### config.mk
export PLATFORM = sky130hd
export DESIGN_NAME = mcas_top
export DESIGN_NICKNAME = d
export VERILOG_FILES = /design/src/include/mcas_pkg.sv /design/src/logic/mcas_sar.sv /design/src/logic/mcas_avg.sv /design/src/logic/mcas_top.sv
export VERILOG_INCLUDE_DIRS = /design/src /design/src/include
export SDC_FILE = /design/constraint.sdc
export NUM_CORES = 1
export LEC_CHECK = 0
export BUFFER_PORTS_ARGS = -buffer_cell sky130_fd_sc_hd__buf_2
export CORE_MARGIN = 4
export CORE_UTILIZATION = 55
export DETAILED_ROUTE_END_ITERATION = 8
export PLACE_DENSITY = 0.79
export SYNTH_ARGS = -nofsm -noshare
export SYNTH_HDL_FRONTEND = slang
export SYNTH_SLANG_ARGS = --single-unit
### constraint.sdc
create_clock -name i_ref_clk -period 5.1 [get_ports i_ref_clk]
set_input_delay 0.255 -clock i_ref_clk [delete_from_list [all_inputs] [get_ports i_ref_clk]]
set_output_delay 0.255 -clock i_ref_clk [all_outputs]
set_load 0.02 [all_outputs]
### src/include/mcas_defs.svh
// Field positions, reset values and timing counts of the sequencer
`ifndef MCAS_DEFS_SVH
`define MCAS_DEFS_SVH

// ****************************************************************
// Channel function select fields
// ****************************************************************
`define MCAS_MODE_RESET       8'h00
`define MCAS_MODE_TACH_A_BIT  0
`define MCAS_MODE_TACH_B_BIT  1
`define MCAS_MODE_DIODE2_BIT  2
`define MCAS_MODE_VCC5_BIT    3
`define MCAS_MODE_IRQ_A_BIT   4
`define MCAS_MODE_IRQ_B_BIT   5
`define MCAS_MODE_IRQ_C_BIT   6
`define MCAS_MODE_IRQ_SEL_BIT 7

// ****************************************************************
// Converter and timing
// ****************************************************************
`define MCAS_SAR_BITS         8
`define MCAS_NOMINAL_CODE     8'hC0
`define MCAS_SLOT_COUNT       10
`define MCAS_CLK_PERIOD_NS    25
`define MCAS_SLOT_TIME_NS     748000
`define MCAS_DIODE_MEAS_NS    9600000
`define MCAS_DIODE_AVG_N      16

`endif

### src/include/mcas_pkg.sv
// Types shared by the channel configuration and converter sequencer
package mcas_pkg;
`include "mcas_defs.svh"

    typedef enum logic [1:0] {
        MCAS_SEQ_IDLE  = 2'b00,
        MCAS_SEQ_START = 2'b01,
        MCAS_SEQ_CONV  = 2'b10,
        MCAS_SEQ_WAIT  = 2'b11
    } mcas_seq_t;

    typedef enum logic [3:0] {
        MCAS_SLOT_D1    = 4'h0,
        MCAS_SLOT_P5    = 4'h1,
        MCAS_SLOT_P12   = 4'h2,
        MCAS_SLOT_CORE1 = 4'h3,
        MCAS_SLOT_VCC   = 4'h4,
        MCAS_SLOT_AUX_A = 4'h5,
        MCAS_SLOT_AUX_B = 4'h6,
        MCAS_SLOT_P25   = 4'h7,
        MCAS_SLOT_CORE2 = 4'h8,
        MCAS_SLOT_D2    = 4'h9
    } mcas_slot_t;

    typedef struct packed {
        logic       tach_a_en;
        logic       tach_b_en;
        logic       aux_a_en;
        logic       aux_b_en;
        logic       rail_pair_en;
        logic       diode2_en;
        logic       vcc_5v_range;
        logic       irq_mode;
        logic [4:0] irq_en;
    } mcas_pin_cfg_t;

    typedef struct packed {
        logic       busy;
        logic [2:0] bit_idx;
        logic [7:0] code;
        logic [7:0] result;
        logic       done;
    } mcas_sar_st_t;

    typedef struct packed {
        logic [11:0] acc;
        logic [3:0]  count;
        logic [7:0]  avg;
        logic        valid;
    } mcas_avg_st_t;

endpackage

### src/logic/mcas_sar.sv
// Successive-approximation control for the shared 8-bit converter
`timescale 1ns/1ps
module mcas_sar
    import mcas_pkg::*;
(
    input  wire logic       i_ref_clk,
    input  wire logic       i_reset_n,
    input  wire logic       i_start,
    input  wire logic       i_cmp_hi,
    output logic [7:0]      o_dac_code,
    output logic [7:0]      o_result,
    output logic            o_done
);

    mcas_sar_st_t st_reg;
    mcas_sar_st_t st_next;

    always_comb begin
        st_next      = st_reg;
        st_next.done = 1'b0;
        if (i_start) begin
            st_next.busy    = 1'b1;
            st_next.bit_idx = 3'h7;
            st_next.code    = 8'h80;
        end else if (st_reg.busy) begin
            // Trial bit stays only while input is at or above the trial
            if (!i_cmp_hi) begin
                st_next.code[st_reg.bit_idx] = 1'b0;
            end
            if (st_reg.bit_idx != 3'h0) begin
                st_next.code[st_reg.bit_idx - 3'h1] = 1'b1;
                st_next.bit_idx = st_reg.bit_idx - 3'h1;
            end else begin
                st_next.busy   = 1'b0;
                st_next.done   = 1'b1;
                st_next.result = st_next.code;
            end
        end
    end

    always_ff @(posedge i_ref_clk or negedge i_reset_n) begin
        if (!i_reset_n) begin
            st_reg <= '0;
        end else begin
            st_reg <= st_next;
        end
    end

    assign o_dac_code = st_reg.code;
    assign o_result   = st_reg.result;
    assign o_done     = st_reg.done;
endmodule

### src/logic/mcas_avg.sv
// Sixteen-sample averager for remote diode temperature results
`timescale 1ns/1ps
module mcas_avg
    import mcas_pkg::*;
(
    input  wire logic       i_ref_clk,
    input  wire logic       i_reset_n,
    input  wire logic       i_clear,
    input  wire logic       i_sample_valid,
    input  wire logic [7:0] i_sample,
    output logic [7:0]      o_avg,
    output logic            o_avg_valid
);

    mcas_avg_st_t st_reg;
    mcas_avg_st_t st_next;
    logic [11:0]  sum;

    always_comb begin
        st_next       = st_reg;
        st_next.valid = 1'b0;
        // Two's-complement sum, sign extended
        sum = st_reg.acc + {{4{i_sample[7]}}, i_sample};
        if (i_clear) begin
            st_next.acc   = '0;
            st_next.count = '0;
        end else if (i_sample_valid) begin
            st_next.count = st_reg.count + 4'h1;
            if (st_reg.count == 4'hF) begin
                st_next.acc   = '0;
                st_next.avg   = sum[11:4];
                st_next.valid = 1'b1;
            end else begin
                st_next.acc = sum;
            end
        end
    end

    always_ff @(posedge i_ref_clk or negedge i_reset_n) begin
        if (!i_reset_n) begin
            st_reg <= '0;
        end else begin
            st_reg <= st_next;
        end
    end

    assign o_avg       = st_reg.avg;
    assign o_avg_valid = st_reg.valid;
endmodule

### src/logic/mcas_top.sv
// Channel function select and round-robin converter sequencer
`timescale 1ns/1ps
`include "mcas_defs.svh"
module mcas_top
    import mcas_pkg::*;
#(
    parameter int SLOT_CYCLES =
        `MCAS_SLOT_TIME_NS / `MCAS_CLK_PERIOD_NS,
    parameter int DIODE_CONV_CYCLES =
        `MCAS_DIODE_MEAS_NS / (`MCAS_DIODE_AVG_N * `MCAS_CLK_PERIOD_NS)
)
(
    input  wire logic       i_ref_clk,
    input  wire logic       i_reset_n,
    input  wire logic       i_mode_wr,
    input  wire logic [7:0] i_mode_wdata,
    input  wire logic       i_start_bit,
    input  wire logic       i_int_clear_bit,
    input  wire logic [1:0] i_cfg2_irq_en,
    input  wire logic [4:0] i_cpu_voltage_id_pins,
    input  wire logic       i_cmp_hi,
    input  wire logic [3:0] i_value_idx,
    output logic [7:0]      o_mode_rdata,
    output mcas_pin_cfg_t   o_pin_cfg,
    output logic [4:0]      o_vid_code,
    output logic [4:0]      o_ext_irq,
    output logic [3:0]      o_mux_sel,
    output logic [7:0]      o_dac_code,
    output logic            o_busy,
    output logic            o_store,
    output logic [7:0]      o_value_rdata
);

    // ****************************************************************
    // State
    // ****************************************************************
    localparam logic [15:0] SLOT_LIM  = 16'(SLOT_CYCLES - 2);
    localparam logic [15:0] DIODE_LIM = 16'(DIODE_CONV_CYCLES - 2);
    localparam logic [3:0]  LAST_REP  = 4'(`MCAS_DIODE_AVG_N - 1);

    typedef struct packed {
        logic [7:0]       mode;
        mcas_pin_cfg_t    cfg;
        mcas_seq_t        seq;
        mcas_slot_t       slot;
        logic [15:0]      timer;
        logic [3:0]       rep;
        logic [9:0][7:0]  values;
        logic [7:0]       rdata;
        logic [4:0]       vid;
        logic [4:0]       irq;
        logic             store;
        logic             busy;
    } mcas_top_st_t;

    mcas_top_st_t st_reg;
    mcas_top_st_t st_next;

    logic       run;
    logic       sar_start;
    logic [7:0] sar_result;
    logic       sar_done;
    logic [7:0] avg_value;
    logic       avg_valid;
    logic       diode_slot;
    logic       avg_clear;

    // ****************************************************************
    // Slot selection
    // ****************************************************************
    function automatic logic slot_enabled(input logic [3:0] s,
                                          input logic [7:0] m);
        logic en;
        en = 1'b0;
        case (s)
            4'h0, 4'h1, 4'h2, 4'h3, 4'h4: en = 1'b1;
            4'h5: en = m[`MCAS_MODE_TACH_A_BIT];
            4'h6: en = m[`MCAS_MODE_TACH_B_BIT];
            4'h7, 4'h8: en = !m[`MCAS_MODE_DIODE2_BIT];
            4'h9: en = m[`MCAS_MODE_DIODE2_BIT];
            default: en = 1'b0;
        endcase
        return en;
    endfunction

    function automatic logic [3:0] next_slot(input logic [3:0] s,
                                             input logic [7:0] m);
        logic [3:0] cand;
        logic [3:0] pick;
        logic       found;
        cand  = s;
        pick  = 4'h0;
        found = 1'b0;
        for (int i = 0; i < `MCAS_SLOT_COUNT; i++) begin
            cand = (cand == 4'(`MCAS_SLOT_COUNT - 1)) ? 4'h0 : cand + 4'h1;
            if (!found && slot_enabled(cand, m)) begin
                pick  = cand;
                found = 1'b1;
            end
        end
        return pick;
    endfunction

    assign run        = i_start_bit && !i_int_clear_bit;
    assign diode_slot = (st_reg.slot == MCAS_SLOT_D1)
                     || (st_reg.slot == MCAS_SLOT_D2);
    assign sar_start  = (st_reg.seq == MCAS_SEQ_START);
    assign avg_clear  = !run || (sar_start && st_reg.rep == 4'h0);

    // ****************************************************************
    // Next state
    // ****************************************************************
    always_comb begin
        st_next       = st_reg;
        st_next.store = 1'b0;
        if (i_mode_wr) begin
            st_next.mode = i_mode_wdata;
        end
        st_next.cfg.tach_a_en    = !st_next.mode[`MCAS_MODE_TACH_A_BIT];
        st_next.cfg.aux_a_en     = st_next.mode[`MCAS_MODE_TACH_A_BIT];
        st_next.cfg.tach_b_en    = !st_next.mode[`MCAS_MODE_TACH_B_BIT];
        st_next.cfg.aux_b_en     = st_next.mode[`MCAS_MODE_TACH_B_BIT];
        st_next.cfg.diode2_en    = st_next.mode[`MCAS_MODE_DIODE2_BIT];
        st_next.cfg.rail_pair_en = !st_next.mode[`MCAS_MODE_DIODE2_BIT];
        // Attenuator pick keeps nominal supply at the 3/4-scale code
        st_next.cfg.vcc_5v_range = st_next.mode[`MCAS_MODE_VCC5_BIT];
        st_next.cfg.irq_mode     = st_next.mode[`MCAS_MODE_IRQ_SEL_BIT];
        st_next.cfg.irq_en = {i_cfg2_irq_en[1], i_cfg2_irq_en[0],
                              st_next.mode[`MCAS_MODE_IRQ_C_BIT],
                              st_next.mode[`MCAS_MODE_IRQ_B_BIT],
                              st_next.mode[`MCAS_MODE_IRQ_A_BIT]};
        if (st_reg.cfg.irq_mode) begin
            st_next.vid = 5'h00;
            st_next.irq = i_cpu_voltage_id_pins & st_reg.cfg.irq_en;
        end else begin
            st_next.vid = i_cpu_voltage_id_pins;
            st_next.irq = 5'h00;
        end
        st_next.timer = st_reg.timer + 16'h0001;
        unique case (st_reg.seq)
            MCAS_SEQ_IDLE: begin
                if (run) begin
                    st_next.seq  = MCAS_SEQ_START;
                    st_next.slot = MCAS_SLOT_D1;
                    st_next.rep  = 4'h0;
                end
            end
            MCAS_SEQ_START: begin
                st_next.timer = 16'h0000;
                st_next.seq   = MCAS_SEQ_CONV;
            end
            MCAS_SEQ_CONV: begin
                if (sar_done) begin
                    st_next.seq = MCAS_SEQ_WAIT;
                    if (!diode_slot) begin
                        st_next.values[st_reg.slot] = sar_result;
                        st_next.store = 1'b1;
                    end
                end
            end
            MCAS_SEQ_WAIT: begin
                if (diode_slot && st_reg.timer == DIODE_LIM
                    && st_reg.rep != LAST_REP) begin
                    st_next.rep = st_reg.rep + 4'h1;
                    st_next.seq = MCAS_SEQ_START;
                end else if ((diode_slot && st_reg.timer == DIODE_LIM)
                    || (!diode_slot && st_reg.timer == SLOT_LIM)) begin
                    st_next.rep  = 4'h0;
                    st_next.seq  = MCAS_SEQ_START;
                    st_next.slot = mcas_slot_t'(next_slot(st_reg.slot,
                                                          st_reg.mode));
                end
            end
        endcase
        if (avg_valid) begin
            st_next.values[st_reg.slot] = avg_value;
            st_next.store = 1'b1;
        end
        if (!run) begin
            st_next.seq = MCAS_SEQ_IDLE;
        end
        // Busy kept in a flop so the output is registered
        st_next.busy = (st_next.seq != MCAS_SEQ_IDLE);
        if (i_value_idx < 4'(`MCAS_SLOT_COUNT)) begin
            st_next.rdata = st_reg.values[i_value_idx];
        end else begin
            st_next.rdata = 8'h00;
        end
    end

    always_ff @(posedge i_ref_clk or negedge i_reset_n) begin
        if (!i_reset_n) begin
            st_reg      <= '0;
            st_reg.mode <= `MCAS_MODE_RESET;
            st_reg.cfg  <= '{tach_a_en: 1'b1, tach_b_en: 1'b1,
                             rail_pair_en: 1'b1, default: '0};
        end else begin
            st_reg <= st_next;
        end
    end

    // ****************************************************************
    // Converter and averager
    // ****************************************************************
    mcas_sar i_mcas_sar (
        .i_ref_clk  (i_ref_clk),
        .i_reset_n  (i_reset_n),
        .i_start    (sar_start),
        .i_cmp_hi   (i_cmp_hi),
        .o_dac_code (o_dac_code),
        .o_result   (sar_result),
        .o_done     (sar_done)
    );

    mcas_avg i_mcas_avg (
        .i_ref_clk      (i_ref_clk),
        .i_reset_n      (i_reset_n),
        .i_clear        (avg_clear),
        .i_sample_valid (sar_done && diode_slot
                         && st_reg.seq == MCAS_SEQ_CONV),
        .i_sample       (sar_result),
        .o_avg          (avg_value),
        .o_avg_valid    (avg_valid)
    );

    assign o_mode_rdata  = st_reg.mode;
    assign o_pin_cfg     = st_reg.cfg;
    assign o_vid_code    = st_reg.vid;
    assign o_ext_irq     = st_reg.irq;
    assign o_mux_sel     = st_reg.slot;
    assign o_busy        = st_reg.busy;
    assign o_store       = st_reg.store;
    assign o_value_rdata = st_reg.rdata;
endmodule

==> results.md <==
* Status: finished clean
* Count of flip-flops with a built-in enable after synthesis at 0
* Setup Slack @ Placement at 1.216 ns
* Wire length per cell at 17.30 um
* Count of instances resized after the clock tree is built at 0
* Area of the die at 21430 um2
* Synthesis-to-finish area growth at 7.021%
* Fraction of layout cells with a size suffix above 1 at 0.1779
* Final critical-path required period at 3.968 ns
* Net count after synthesis at 1125
* H-tree level count at 4
* Unrepaired setup endpoints after global routing: false
* Clock tree from TritonCTS: built
* Global-route wire length before repair at 38490 um
* Initial Utilization at 0.5612
* Placed wire-length estimate after detailed placement at 15940 um
* # port buffers at 77
* Sequential area share after synthesis at 0.4399
* WHS at 0.04441 ns
* Count of hold buffers inserted by post-cts repair at 6
* Final hold vios at 0
* Clock latency of the later-clocked register in the worst-skew pair at 0.44 ns
* Starting DRC count in detailed routing at 709
* Syn Std Cell Area at 10530 um2
* Largest buffer count on any clock path at 2
* Peak Freq at 252.0 MHz
* Number of primary I/O pins at 78
* Total track usage at 0.2151
* Gate count of the mapped netlist at 1078
* Chip Width at 146.4 um
* Number of DRC violations after detailed routing at 0
* Mean instance size in the synthesized netlist at 9.771 um2
* Worst-case headroom to the max-slew limit at 0.3484
* Worst clock skew on the final layout at 0.009706 ns
* Final layout net count at 1119
* Average vias per placed instance at 5.958
* Number of synthesized register bits at 185
* Count of synthesis-stage warnings from yosys at 0
* GPL Wtd Cong at 0.8956
* Final standard cell count with taps included and fillers excluded at 1319
* Antenna diodes at 0
* Setup TNS after final layout at 0 ns
* Power, Total at 3.754 mW
* Power Dens Cells at 333.0 nW/um2
* First-pass detailed-route iteration total at 5
* Remaining antenna violation count at 0
* Die Y-Extent at 146.4 um
* Maximum fanout along the worst path at 21
* Total grt overflow at 0
* Post-layout instance area at 11270 um2
* Lkg Pwr at 5.080 nW
* Clock transition time at the flip-flop clock pins of the worst setup and hold paths at 0.07 ns
* Critical path launch point type: flip-flop
* Maximum number of pins on one net before global-route repair at 81
* Placed Cells incl. Taps at 1281
* Number of filler cells placed in the layout at 1522
* Placed standard-cell area at 10610 um2
* Required time of the critical path at 5.46 ns
* Class of the tightest hold or removal check: in2reg
* Initial antenna violation count at 0
* Drt total wl at 22820 um
* TritonCTS Buffers at 17
* Transition time of the tightest slew-check pin at 0.9774 ns
* Worst endpoint data arrival time at 4.32 ns
* Total setup buffers inserted after CTS at 0
* Type of the worst setup path: reg2reg
* Unique cell type count in the Yosys netlist at 72
* Max cap viols at 0
* Placement row count at 50
* Kind of end point of the critical path: flip-flop
* Fraction of registers with async set or reset after synthesis at 1.000
* Core ar. at 18770 um2
* Endpoints failing setup at 0
* Via count of the first global-routing pass at 7614
* Max Transition Viols Final at 0
* Post-route setup slack at 1.132 ns
* Clock Sink Count at 185
* Max reg flops at 102
* Final worst-path cycle share at 0.7780
* Clk root buf: clkbuf_16
* Dominant register cell in the synthesized netlist: dfrtp_1
* Via count at 7858
* Final Core Density at 0.6006
* Max VDD drop at 0.3077 mV
## cell usage after synthesis, types with 4 or more instances
library cell | number | area, um2
dfrtp_1 | 182 | 4554
nand2_1 | 136 | 510.5
o21ai_0 | 107 | 535.5
mux2i_1 | 71 | 710.7
nor2_1 | 71 | 266.5
a21oi_1 | 56 | 280.3
buf_4 | 53 | 397.9
clkbuf_1 | 39 | 146.4
mux2_2 | 37 | 416.7
nand3_1 | 28 | 140.1
ha_1 | 21 | 262.8
inv_1 | 20 | 75.07
xor2_1 | 17 | 148.9
mux4_2 | 16 | 360.4
nand2b_1 | 14 | 87.58
buf_1 | 13 | 48.80
nor3_1 | 13 | 65.06
and3_1 | 12 | 75.07
or3_1 | 12 | 75.07
a22o_1 | 11 | 96.34
nor2b_1 | 11 | 68.82
xnor2_1 | 11 | 96.34
a221oi_1 | 9 | 78.83
nand4_1 | 9 | 56.30
a21o_1 | 7 | 52.55
a31oi_1 | 6 | 37.54
buf_2 | 6 | 30.03
o22ai_1 | 5 | 31.28
or2_2 | 5 | 31.28
a211oi_1 | 4 | 30.03
and2_1 | 4 | 25.02
nor4_1 | 4 | 25.02
o211ai_1 | 4 | 30.03
o21bai_1 | 4 | 30.03
## layout make-up
| class | count | area, um2 | share of cell area |
|---|---|---|---|
| Clock buffer | 17 | 425.4 | 0.03774 |
| Clock inverter | 15 | 178.9 | 0.01587 |
| Inverter | 22 | 82.58 | 0.007326 |
| Multi-Input combinational cell | 757 | 5160 | 0.4578 |
| Sequential cell | 185 | 4633 | 0.4110 |
| Tap cell | 234 | 292.8 | 0.02597 |
| Timing Repair Buffer | 89 | 499.2 | 0.04429 |
## cell usage in the layout (no fill, tap or decap), drive strengths merged, types with 13 or more instances in the layout
cell type,synthesis,routed
dfrtp,182,182
nand2,136,136
o21ai,108,108
buf,75,82
mux2i,72,72
nor2,71,71
a21oi,57,57
mux2,37,37
inv,20,29
nand3,28,28
ha,21,21
clkbuf,39,18
xor2,17,17
mux4,16,16
nand2b,14,14
nor3,13,13
## metal layers
layer	up-vias	routed length (um)	part of all wire	track usage
li1	3753	-	-	-
met1	3792	10470	0.46	0.3083
met2	287	10790	0.47	0.3420
met3	26	1267	0.056	0.03662
met4	0	293	0.013	0.05833
met5	-	0	0	0
## worst max-delay path, stage by stage, from the launching register on
cell and delay [ns]:
dfrtp_1 0.70, ha_1 0.59, inv_1 0.38, nand3_1 0.24
a21o_1 0.24, a32oi_4 0.31, and2_4 0.21, o221ai_2 0.10
or3b_4 0.41, or3_1 0.37, a211o_1 0.26, o21ai_0 0.07
## where the power goes
group	total [mW]	switching, mW	internal (mW)	leakage (nW)
combinational	0.626	0.387	0.239	2.30
clock	1.35	0.609	0.743	0.292
sequential	1.78	0.201	1.58	2.49
## logic make-up after synthesis
group	after synthesis	synth area share
AO/OA/AOI/OAI	250	0.1508
XOR/XNOR	28	0.02328
adder cells (fa/ha/maj)	22	0.02685
buffers and inverters	136	0.07021
flip-flops	185	0.4399
multiplexers	125	0.1426
AND/OR/NAND/NOR	332	0.1465
## final timing paths
kind                                  from               end  slack, ns  depth (start not counted)
hold reg to reg               o_pin_cfg[3]      o_ext_irq[3]       0.50                          1
setup reg to reg              o_mux_sel[2]      o_mux_sel[0]       1.13                         11
setup / recovery              o_mux_sel[2]      o_mux_sel[0]       1.13                         11
min in group asynchronous        i_reset_n  o_value_rdata[6]       0.30                          2
max in group asynchronous        i_reset_n        st_reg[61]       3.52                          3
hold / removal             i_mode_wdata[4]      o_pin_cfg[0]       0.04                          2
Note: power is estimated with default switching activity, not from simulation.
